File: src/common/cqf_consts.svh
// Constants for the charge quota and fault control block.
// Assumes it is included by bare name wherever offsets or counts are needed.
// Behaviour
// - Accumulate and act only in Active state.
// - Attach or removal keeps charge and state.
// - Removal then attach below limit restarts emulation.
// - Normal operation until threshold is reached.
// - Behaviour writes leave accumulated charge alone.
// - Pre-threshold behaviour change is silent.
// - Post-threshold behaviour change applies at once.
// - From Ignore: alert, disconnect or sleep.
// - From Report: release, disconnect or sleep.
// - From Report+Disconnect: release, recheck pins, sleep.
// - From Sleep: recheck, alert, disconnect with switches open.
// - Disable before threshold clears accumulated charge.
// - Disable after threshold clears flag, rechecks inputs.
// - Writing clear resets accumulated charge to zero.
// - Clear before threshold just restarts accumulation.
// - Clear after threshold performs behaviour reset actions.
// - Latched and auto-recovery fault handling modes.
// - Fault mode from config bit or latch pin.
// - Six fault causes recognised.
// - Behaviour encoding 00 Report, 01 default, 10, 11.
// - Reset actions per behaviour after threshold.
// - Recheck restarts emulation only if inputs changed.
`ifndef CQF_CONSTS_SVH
`define CQF_CONSTS_SVH
// ****************************************
// Register offsets
// ****************************************
`define CQF_OFS_SWITCH_CFG 8'h17
`define CQF_OFS_QUOTA_CFG 8'h25
`define CQF_OFS_STATUS 8'h26
`define CQF_OFS_THR_HI 8'h27
`define CQF_OFS_THR_LO 8'h28
`define CQF_OFS_ACC_HI 8'h29
`define CQF_OFS_ACC_LO 8'h2A
// ****************************************
// Field positions and reset values
// ****************************************
`define CQF_POS_LATCH_SET 0
`define CQF_POS_BEH_LO 0
`define CQF_POS_QUOTA_EN 2
`define CQF_POS_QUOTA_CLR 3
`define CQF_POS_ST_HIT 0
`define CQF_POS_ST_FAULT 1
`define CQF_RST_SWITCH_CFG 8'h00
`define CQF_RST_BEH 2'h1
`define CQF_RST_THR 16'hFFFF
`define CQF_ACC_ZERO 16'h0000
`endif

File: src/hw/placeholder_none.sv
`default_nettype none
`default_nettype wire

File: src/common/cqf_pkg.sv
// Types shared by the charge quota and fault control block.
// Assumes nothing beyond a SystemVerilog compiler.
`default_nettype none
package cqf_pkg;
  // Behaviour field encoding
  typedef enum logic [1:0] {
    CQF_BEH_REPORT = 2'h0,
    CQF_BEH_REPDISC = 2'h1,
    CQF_BEH_SLEEP = 2'h2,
    CQF_BEH_IGNORE = 2'h3
  } cqf_beh_t;
  // Applied rationing state, one-hot
  typedef enum logic [4:0] {
    CQF_ST_NORMAL = 5'h01,
    CQF_ST_REPORT = 5'h02,
    CQF_ST_REPDISC = 5'h04,
    CQF_ST_SLEEP = 5'h08,
    CQF_ST_IGNORE = 5'h10
  } cqf_state_t;
endpackage
`default_nettype wire

File: src/hw/cqf_accum.sv
// Charge accumulator with threshold compare and sticky hit flag.
// Assumes charge increments arrive as synchronous strobes.
`include "cqf_consts.svh"
`default_nettype none
module cqf_accum (
  input wire logic clk,
  input wire logic reset,
  input wire logic active_state,
  input wire logic quota_enable,
  input wire logic acc_clear,
  input wire logic charge_valid,
  input wire logic [7:0] charge_amount,
  input wire logic [15:0] threshold,
  output logic [15:0] acc_q,
  output logic hit_q
);
  logic [16:0] sum;
  logic [15:0] acc_d;

  // Saturating add so a long session never wraps below the limit
  always_comb begin
    sum = {1'b0, acc_q} + {9'h000, charge_amount};
    acc_d = acc_q;
    if (charge_valid && active_state && quota_enable && !hit_q) begin
      acc_d = sum[16] ? 16'hFFFF : sum[15:0];
    end
  end

  // Accumulator; clear or disable wins over a new increment
  always_ff @(posedge clk) begin
    if (reset) begin
      acc_q <= `CQF_ACC_ZERO;
    end else if (acc_clear || !quota_enable) begin
      acc_q <= `CQF_ACC_ZERO;
    end else begin
      acc_q <= acc_d;
    end
  end

  // Sticky hit flag, removed only by clear or disable
  always_ff @(posedge clk) begin
    if (reset) begin
      hit_q <= 1'b0;
    end else if (acc_clear || !quota_enable) begin
      hit_q <= 1'b0;
    end else if (active_state && acc_q >= threshold) begin
      hit_q <= 1'b1;
    end
  end
endmodule
`default_nettype wire

File: src/hw/cqf_top.sv
// Charge quota behaviour control, fault mode selection and register file.
// Assumes synchronous inputs and a parallel register port from the SMBus slave.
`include "cqf_consts.svh"
`default_nettype none
module cqf_top (
  input wire logic clk,
  input wire logic reset,
  input wire logic reg_wr,
  input wire logic [7:0] reg_addr,
  input wire logic [7:0] reg_wdata,
  output logic [7:0] reg_rdata_q,
  input wire logic active_state,
  input wire logic charge_valid,
  input wire logic [7:0] charge_amount,
  input wire logic attach_event,
  input wire logic removal_event,
  input wire logic mode_select_hi,
  input wire logic mode_select_lo,
  input wire logic emulation_enable,
  input wire logic detect_feature_enable,
  input wire logic port_power_enable,
  input wire logic smbus_in_use,
  input wire logic latch_pin,
  input wire logic fault_clear,
  input wire logic flt_over_current,
  input wire logic flt_over_voltage,
  input wire logic flt_under_voltage,
  input wire logic flt_back_voltage,
  input wire logic flt_discharge,
  input wire logic flt_over_temp,
  output logic alert_n_q,
  output logic profile_remove_q,
  output logic power_switch_open_q,
  output logic bypass_block_q,
  output logic sleep_req_q,
  output logic emul_restart_q,
  output logic fault_latched_mode_q,
  output logic fault_q
);
  // ****************************************
  // Register file
  // ****************************************
  logic [7:0] switch_cfg_q;
  cqf_pkg::cqf_beh_t charge_quota_behavior_q;
  logic charge_quota_enable_q;
  logic [15:0] thr_q;
  logic clr_pulse;
  logic [15:0] acc;
  logic quota_hit_flag;
  logic hit_prev_q;
  logic wr_cfg;
  logic [1:0] beh_w;
  logic beh_change;
  logic en_fall;

  function automatic logic addr_is(input logic [7:0] a, input logic [7:0] ofs);
    addr_is = (a == ofs);
  endfunction

  assign wr_cfg = reg_wr && addr_is(reg_addr, `CQF_OFS_QUOTA_CFG);
  assign beh_w = reg_wdata[`CQF_POS_BEH_LO +: 2];
  // Clear is a write-one strobe, not stored
  assign clr_pulse = wr_cfg && reg_wdata[`CQF_POS_QUOTA_CLR];
  assign beh_change = wr_cfg && (beh_w != charge_quota_behavior_q);
  assign en_fall = wr_cfg && charge_quota_enable_q && !reg_wdata[`CQF_POS_QUOTA_EN];

  // Writable registers; behaviour write never touches the accumulator
  always_ff @(posedge clk) begin
    if (reset) begin
      switch_cfg_q <= `CQF_RST_SWITCH_CFG;
      charge_quota_behavior_q <= cqf_pkg::cqf_beh_t'(`CQF_RST_BEH);
      charge_quota_enable_q <= 1'b0;
      thr_q <= `CQF_RST_THR;
    end else if (reg_wr) begin
      if (addr_is(reg_addr, `CQF_OFS_SWITCH_CFG)) begin
        switch_cfg_q <= reg_wdata;
      end else if (wr_cfg) begin
        charge_quota_behavior_q <= cqf_pkg::cqf_beh_t'(beh_w);
        charge_quota_enable_q <= reg_wdata[`CQF_POS_QUOTA_EN];
      end else if (addr_is(reg_addr, `CQF_OFS_THR_HI)) begin
        thr_q[15:8] <= reg_wdata;
      end else if (addr_is(reg_addr, `CQF_OFS_THR_LO)) begin
        thr_q[7:0] <= reg_wdata;
      end
    end
  end

  // Read mux, registered; unmapped offsets read zero
  always_ff @(posedge clk) begin
    if (reset) begin
      reg_rdata_q <= 8'h00;
    end else if (addr_is(reg_addr, `CQF_OFS_SWITCH_CFG)) begin
      reg_rdata_q <= switch_cfg_q;
    end else if (addr_is(reg_addr, `CQF_OFS_QUOTA_CFG)) begin
      reg_rdata_q <= {5'h00, charge_quota_enable_q, charge_quota_behavior_q};
    end else if (addr_is(reg_addr, `CQF_OFS_STATUS)) begin
      reg_rdata_q <= {6'h00, fault_q, quota_hit_flag};
    end else if (addr_is(reg_addr, `CQF_OFS_THR_HI)) begin
      reg_rdata_q <= thr_q[15:8];
    end else if (addr_is(reg_addr, `CQF_OFS_THR_LO)) begin
      reg_rdata_q <= thr_q[7:0];
    end else if (addr_is(reg_addr, `CQF_OFS_ACC_HI)) begin
      reg_rdata_q <= acc[15:8];
    end else if (addr_is(reg_addr, `CQF_OFS_ACC_LO)) begin
      reg_rdata_q <= acc[7:0];
    end else begin
      reg_rdata_q <= 8'h00;
    end
  end

  // ****************************************
  // Accumulator
  // ****************************************
  // Attach and removal events are deliberately not wired in here
  cqf_accum u_accum (
    .clk(clk),
    .reset(reset),
    .active_state(active_state),
    .quota_enable(charge_quota_enable_q),
    .acc_clear(clr_pulse),
    .charge_valid(charge_valid),
    .charge_amount(charge_amount),
    .threshold(thr_q),
    .acc_q(acc),
    .hit_q(quota_hit_flag)
  );

  always_ff @(posedge clk) begin
    if (reset) begin
      hit_prev_q <= 1'b0;
    end else begin
      hit_prev_q <= quota_hit_flag;
    end
  end

  // ****************************************
  // Control input snapshot
  // ****************************************
  logic [4:0] ctl_now;
  logic [4:0] ctl_snap_q;
  logic hit_rise;

  assign ctl_now = {mode_select_hi, mode_select_lo, emulation_enable, detect_feature_enable, port_power_enable};
  assign hit_rise = quota_hit_flag && !hit_prev_q;

  // Pins captured when the threshold is reached, for later comparison
  always_ff @(posedge clk) begin
    if (reset) begin
      ctl_snap_q <= 5'h00;
    end else if (hit_rise) begin
      ctl_snap_q <= ctl_now;
    end
  end

  // ****************************************
  // Applied behaviour state machine
  // ****************************************
  cqf_pkg::cqf_state_t state_q;
  cqf_pkg::cqf_state_t state_d;
  logic recheck;

  function automatic cqf_pkg::cqf_state_t beh_state(input logic [1:0] b);
    case (b)
      2'h0: beh_state = cqf_pkg::CQF_ST_REPORT;
      2'h1: beh_state = cqf_pkg::CQF_ST_REPDISC;
      2'h2: beh_state = cqf_pkg::CQF_ST_SLEEP;
      default: beh_state = cqf_pkg::CQF_ST_IGNORE;
    endcase
  endfunction

  // Next state and whether the control pins are to be rechecked
  always_comb begin
    state_d = state_q;
    recheck = 1'b0;
    case (state_q)
      cqf_pkg::CQF_ST_NORMAL: begin
        // Behaviour changes here are silent; the new value is used at the hit
        // Level test: a hit that waits out an idle cycle still acts, and a same-cycle clear wins
        if (quota_hit_flag && active_state && !clr_pulse && !en_fall) begin
          state_d = beh_state(charge_quota_behavior_q);
        end
      end
      cqf_pkg::CQF_ST_IGNORE: begin
        if (beh_change) begin
          state_d = beh_state(beh_w);
        end
      end
      cqf_pkg::CQF_ST_REPORT: begin
        if (beh_change) begin
          state_d = beh_state(beh_w);
        end
      end
      cqf_pkg::CQF_ST_REPDISC: begin
        if (beh_change) begin
          state_d = beh_state(beh_w);
          recheck = (beh_w != 2'h2);
        end
      end
      cqf_pkg::CQF_ST_SLEEP: begin
        if (beh_change) begin
          state_d = beh_state(beh_w);
          recheck = 1'b1;
        end
      end
      default: begin
        state_d = cqf_pkg::CQF_ST_NORMAL;
      end
    endcase
    // Disable or clear after the hit returns to normal operation
    if (state_q != cqf_pkg::CQF_ST_NORMAL && (en_fall || clr_pulse)) begin
      state_d = cqf_pkg::CQF_ST_NORMAL;
      recheck = en_fall || state_q == cqf_pkg::CQF_ST_REPDISC || state_q == cqf_pkg::CQF_ST_SLEEP;
    end
  end

  always_ff @(posedge clk) begin
    if (reset) begin
      state_q <= cqf_pkg::CQF_ST_NORMAL;
    end else begin
      state_q <= state_d;
    end
  end

  // ****************************************
  // Emulation restart
  // ****************************************
  logic removal_seen_q;
  logic restart_attach;
  logic restart_recheck;

  // Removal then attach while rationing below the limit restarts emulation
  always_ff @(posedge clk) begin
    if (reset) begin
      removal_seen_q <= 1'b0;
    end else if (removal_event) begin
      removal_seen_q <= 1'b1;
    end else if (attach_event) begin
      removal_seen_q <= 1'b0;
    end
  end

  assign restart_attach = attach_event && removal_seen_q && charge_quota_enable_q && !quota_hit_flag;
  // Unchanged pins mean a quiet return, no discharge and no restart
  assign restart_recheck = recheck && (ctl_now != ctl_snap_q) && emulation_enable;

  always_ff @(posedge clk) begin
    if (reset) begin
      emul_restart_q <= 1'b0;
    end else begin
      emul_restart_q <= restart_attach || restart_recheck;
    end
  end

  // ****************************************
  // Fault handling
  // ****************************************
  logic fault_any;
  logic latched_mode;

  assign fault_any = flt_over_current | flt_over_voltage | flt_under_voltage | flt_back_voltage
                   | flt_discharge | flt_over_temp;
  // Register bit governs when the bus is in use, pin otherwise
  assign latched_mode = smbus_in_use ? switch_cfg_q[`CQF_POS_LATCH_SET] : latch_pin;

  always_ff @(posedge clk) begin
    if (reset) begin
      fault_latched_mode_q <= 1'b0;
    end else begin
      fault_latched_mode_q <= latched_mode;
    end
  end

  // Latched holds until the host clears; auto follows the cause.
  // Retry timing lives outside; this flag only tells whether it may restore.
  always_ff @(posedge clk) begin
    if (reset) begin
      fault_q <= 1'b0;
    end else if (fault_any) begin
      fault_q <= 1'b1;
    end else if (!latched_mode || fault_clear) begin
      fault_q <= 1'b0;
    end
  end

  // ****************************************
  // Output drive
  // ****************************************
  logic quota_alert;
  logic quota_disconnect;

  // Report and Report+Disconnect both pull the alert
  function automatic logic state_alerts(input cqf_pkg::cqf_state_t s);
    state_alerts = (s == cqf_pkg::CQF_ST_REPORT) || (s == cqf_pkg::CQF_ST_REPDISC);
  endfunction

  // Both disconnecting states remove the profile and open the switch
  function automatic logic state_disconnects(input cqf_pkg::cqf_state_t s);
    state_disconnects = (s == cqf_pkg::CQF_ST_REPDISC) || (s == cqf_pkg::CQF_ST_SLEEP);
  endfunction

  assign quota_alert = state_alerts(state_d);
  assign quota_disconnect = state_disconnects(state_d);

  // Alert shared with faults; released only when neither holds it
  always_ff @(posedge clk) begin
    if (reset) begin
      alert_n_q <= 1'b1;
    end else begin
      alert_n_q <= !(quota_alert || fault_any || (fault_q && latched_mode));
    end
  end

  // Profile removal follows the applied state, not the register value
  always_ff @(posedge clk) begin
    if (reset) begin
      profile_remove_q <= 1'b0;
    end else begin
      profile_remove_q <= quota_disconnect;
    end
  end

  // Power switch stays open while a disconnecting behaviour holds
  always_ff @(posedge clk) begin
    if (reset) begin
      power_switch_open_q <= 1'b0;
    end else begin
      power_switch_open_q <= quota_disconnect;
    end
  end

  // Bypass kept off in Report+Disconnect, even if the detect pin asks for it
  always_ff @(posedge clk) begin
    if (reset) begin
      bypass_block_q <= 1'b0;
    end else begin
      bypass_block_q <= (state_d == cqf_pkg::CQF_ST_REPDISC);
    end
  end

  // Sleep request; control pins have no say until the quota is reset
  always_ff @(posedge clk) begin
    if (reset) begin
      sleep_req_q <= 1'b0;
    end else begin
      sleep_req_q <= (state_d == cqf_pkg::CQF_ST_SLEEP);
    end
  end
endmodule
`default_nettype wire

File: config.mk
export PLATFORM = sky130hd
export DESIGN_NAME = cqf_top
export DESIGN_NICKNAME = d
export VERILOG_FILES = /design/src/hw/placeholder_none.sv /design/src/common/cqf_pkg.sv /design/src/hw/cqf_accum.sv /design/src/hw/cqf_top.sv
export VERILOG_INCLUDE_DIRS = /design/src /design/src/common
export SDC_FILE = /design/constraint.sdc
export NUM_CORES = 1
export LEC_CHECK = 0
export ABC_AREA = 1
export BUFFER_PORTS_ARGS = -buffer_cell sky130_fd_sc_hd__buf_2
export CAP_MARGIN = 10
export CORE_UTILIZATION = 38
export DETAILED_ROUTE_END_ITERATION = 8
export GPL_TIMING_DRIVEN = 0
export PLACE_DENSITY = 0.58
export SLEW_MARGIN = 30
export SYNTH_ARGS = -nofsm -noshare
export SYNTH_HDL_FRONTEND = slang
export SYNTH_HIERARCHICAL = 1
export SYNTH_SLANG_ARGS = --single-unit
File: constraint.sdc
create_clock -name clk -period 3.6 [get_ports clk]
set_input_delay 0.36 -clock clk [delete_from_list [all_inputs] [get_ports clk]]
set_output_delay 0.36 -clock clk [all_outputs]
set_load 0.05 [all_outputs]
==> out/qor.yml <==
power_and_ir_drop:
  p_int_uw: 1380
  p_total_uw: 1810
  p_sw_frac: 0.238
  combPwrFrac: 0.064
  pwr_density_cell_mw_per_mm2: 341
  power_frac_seq: 0.437
  ir_drop_uv: 182
  p_clk_frac: 0.499
  netSwitchingPower_uw: 430
  leakage_uw: 0.00275
critical_path:
  reg2reg_slack_ns: 1.71
  r2r_cells: 10
  r2r_start: "u_accum/acc_q[0]$_SDFFE_PP0P_"
  end_kind: "flop"
  crit_type: "reg2reg"
  startpoint_type: "flop"
  r2r-end: "u_accum/acc_q[7]$_SDFFE_PP0P_"
  worstSetupEndpoint: "u_accum/acc_q[7]$_SDFFE_PP0P_"
  slowest_delay_ns: 0.42
  critPathSlowestCell: "fa_1"
  cp_max_fo: 6
  cp_common_cell: "nand2_2"
  setup.worst_path.start: "u_accum/acc_q[0]$_SDFFE_PP0P_"
  crit_required_ns: 3.83
  crit_chain: "ha_1, fa_1, nand3_1, nand2_2, nand2_2, nand2_4, nand2_2, nand2_4, nor2_1, nor2_1"
  crit_arrival_ns: 2.12
logic_synthesis:
  synth_seq_area_share: 0.313
  syn-cell-area_mm2: 0.00454
  syn_avg_cell_area_um2: 7.06
  yosysTopAreaCell: "dfxtp_1"
  netlist_top_cells_area: "dfxtp_1 (31%), nand2_1 (11%), inv_1 (8.4%), ha_1 (6.6%), nand3_1 (5.0%)"
  synthArstFlopShare: 0
  post_synth_num_cell_types: 47
  syn_nets: 712
  yosys_warnings: 6
  netlist.area_leader.share: 0.313
  synthFlopType: "dfxtp_1"
  synth_enable_flop_cells: 0
  syn_inst: 642
  synth_seq_cells: 71
global_route:
  grt_use_met3: 0.0377
  grt_pass1_wl_um: 19700
  grt_pass1_vias: 4305
  grt.met1_usage: 0.227
  grt_overflow: 0
  met2_usage: 0.370
  top_usage_layer: "met2"
  antenna_found_initial: 0
  grt_max_degree: 13
  grt_usage: 0.203
outcome:
  status: "complete, but fails checks"
  violations: "DRC"
floorplan:
  rows: 39
  num_io_pins: 61
  start_util: 0.394
  die_area_mm2: 0.0124
  fp.dieH_um: 111
  coreArea_mm2: 0.0115
  die_w_um: 111
sta:
  timing.final.crit_share: 0.524
  drv_slew: 0
  hold_viol_final: 0
  setup_viol: 0
  rsz0062_at_grt: "no"
  period_minus_slack_ns: 1.89
  fin_setup_tns_ns: 0
  fin_worst_skew_ns: 0.00709
  tightest_slew_ns: 0.623
  hold_slack_ns: 0.213
  maxSlewHeadroom: 0.585
  max_freq_mhz: 530
cells_and_area:
  fin_nets: 782
  seq_area_mm2: 0.00142
  n_fill_cell: 1207
  area_delta_synth_final_pct: 17.0
  multiInputGateArea_mm2: 0.00257
  drive_gt1_frac: 0.214
  fin_util: 0.461
  fin_cells: 859
  antenna_cells: 0
drt:
  drt_iter0_drc: 240
  vias: 4234
  vias_per_cell: 4.93
  drc: 2
  drtPass1Iterations: 6
  wl_per_cell_um: 13.8
  ant_nets: 0
  routed_wl_um: 11800
hold_path:
  worstHoldPathType: "in2reg"
  hp-start: "fault_clear"
cts:
  numCtsBuffers: 9
  postCtsSetupBuffers: 0
  clk_path_buf_depth: 2
  post_cts_resized: 0
  cts.sinks: 71
  clk_pin_slew_ns: 0.06
  cts_root_buf: "clkbuf_16"
  cts_tree: "done"
  clkLatencyLatePin_ns: 0.34
  h-tree-depth: 3
  hold_buffers: 0
flow_run:
  maxCapViolCount: 0
placement:
  place_inst: 844
  dpl.hpwl_um: 9540
  io_buffers: 59
  place.gp.congestion: 0.870
==> sequential cells by signal, summed over array words and instances, names as in the netlist, 2 cells and up <==
signal,count
u_accum/acc_q,16
switch_cfg_q,8
charge_quota_behavior_q,2
ctl_snap_q,5
thr_q,16
state_q,5
reg_rdata_q,8
==> area by class of cell <==
class,count,area share
multi-input cells,443,0.485
plain buffers,14,0.0200
flip-flops and latches,71,0.268
well taps,143,0.0337
repair buffers,59,0.0556
inverters,114,0.0821
clock inverters,5,0.0108
clock buffers,10,0.0450
==> cells by family (layout without fill, tap and decap cells) <==
family / Yosys count / in the layout / synth area share
simple gates: 299 / 299 / 0.332
buf+inv: 128 / 202 / 0.119
compound gates: 108 / 108 / 0.144
flops: 71 / 71 / 0.313
fa+ha+maj: 25 / 25 / 0.0706
xor+xnor: 11 / 11 / 0.0212
==> per-layer routing <==
metal / part of all wire / routed length, um / vias up
met1: 0.43 / 5050 / 1909
met4: 0.024 / 281 / 0
li1: - / - / 2229
met5: 0 / 0 / -
met3: 0.039 / 462 / 19
met2: 0.51 / 6030 / 77
==> worst max-delay path: cells and delay by family (launching register included) <==
| kind | cells | cell delay (ns) |
|---|---|---|
| flops | 1 | 0.32 |
| fa+ha+maj | 2 | 0.65 |
| simple gates | 8 | 0.79 |
==> power by group through the flow <==
stage          registers (uW)  clock network, uW  logic (uW)
4_1_cts                   792                927         117
2_1_floorplan             816                  0        58.6
5_1_grt                   792                961         128
6_report                  792                904         116
3_5_place_dp              809                  0         116
3_3_place_gp              809                  0         114
==> per-stage QoR <==
| step | instance area (um^2) | worst slack [ns] |
|---|---|---|
| floorplan | 4540 | 1.86 |
| global placement | 5010 | 1.56 |
| detailed placement | 5010 | 1.55 |
| CTS | 5310 | 1.70 |
| global route | 5310 | 1.56 |
| finish | 5310 | 1.71 |
==> Yosys cell counts, types with 5 or more instances <==
cell type and number:
nand3_1 45, nand2_1 132, xnor2_1 7, o22ai_1 14
nand2_4 5, o211ai_1 7, inv_2 8, o21ai_0 22
nor3_1 6, nand4_1 11, clkbuf_1 5, a21oi_1 41
nor2_4 6, nand2_2 22, inv_1 102, o21ai_1 7
ha_1 24, nand3_2 7, dfxtp_1 71, nor2_1 50
o211ai_2 6
==> placed cells by master, fill, tap and decap left out, types with 2 or more instances in the layout <==
master       n
nand2_1    132
inv_1      102
dfxtp_1     71
buf_2       62
nor2_1      50
nand3_1     45
a21oi_1     41
ha_1        24
nand2_2     22
o21ai_0     22
o22ai_1     14
nand4_1     11
clkbuf_16    9
inv_2        8
nand3_2      7
o21ai_1      7
o211ai_1     7
xnor2_1      7
nor2_4       6
nor3_1       6
o211ai_2     6
nand2_4      5
clkbuf_1     5
buf_6        4
clkinv_2     4
xor2_1       4
nor2_2       3
a31oi_1      3
nor2_8       2
clkinv_4     2
nand4_2      2
a21oi_2      2
nor4_1       2
a21boi_0     2
==> worst min-delay path by stage <==
stage / cells past startpoint / to / slack (ns)
2_1_floorplan: 2 / switch_cfg_q[1]$_SDFFE_PP0P_ / 0.44
3_3_place_gp: 2 / switch_cfg_q[7]$_SDFFE_PP0P_ / 0.45
3_5_place_dp: 2 / switch_cfg_q[3]$_SDFFE_PP0P_ / 0.45
4_1_cts: 2 / fault_q$_SDFFE_PP0P_ / 0.20
5_1_grt: 2 / fault_q$_SDFFE_PP0P_ / 0.22
6_report: 2 / fault_q$_SDFFE_PP0P_ / 0.21
No activity file was read; power rests on OpenSTA's default activity.
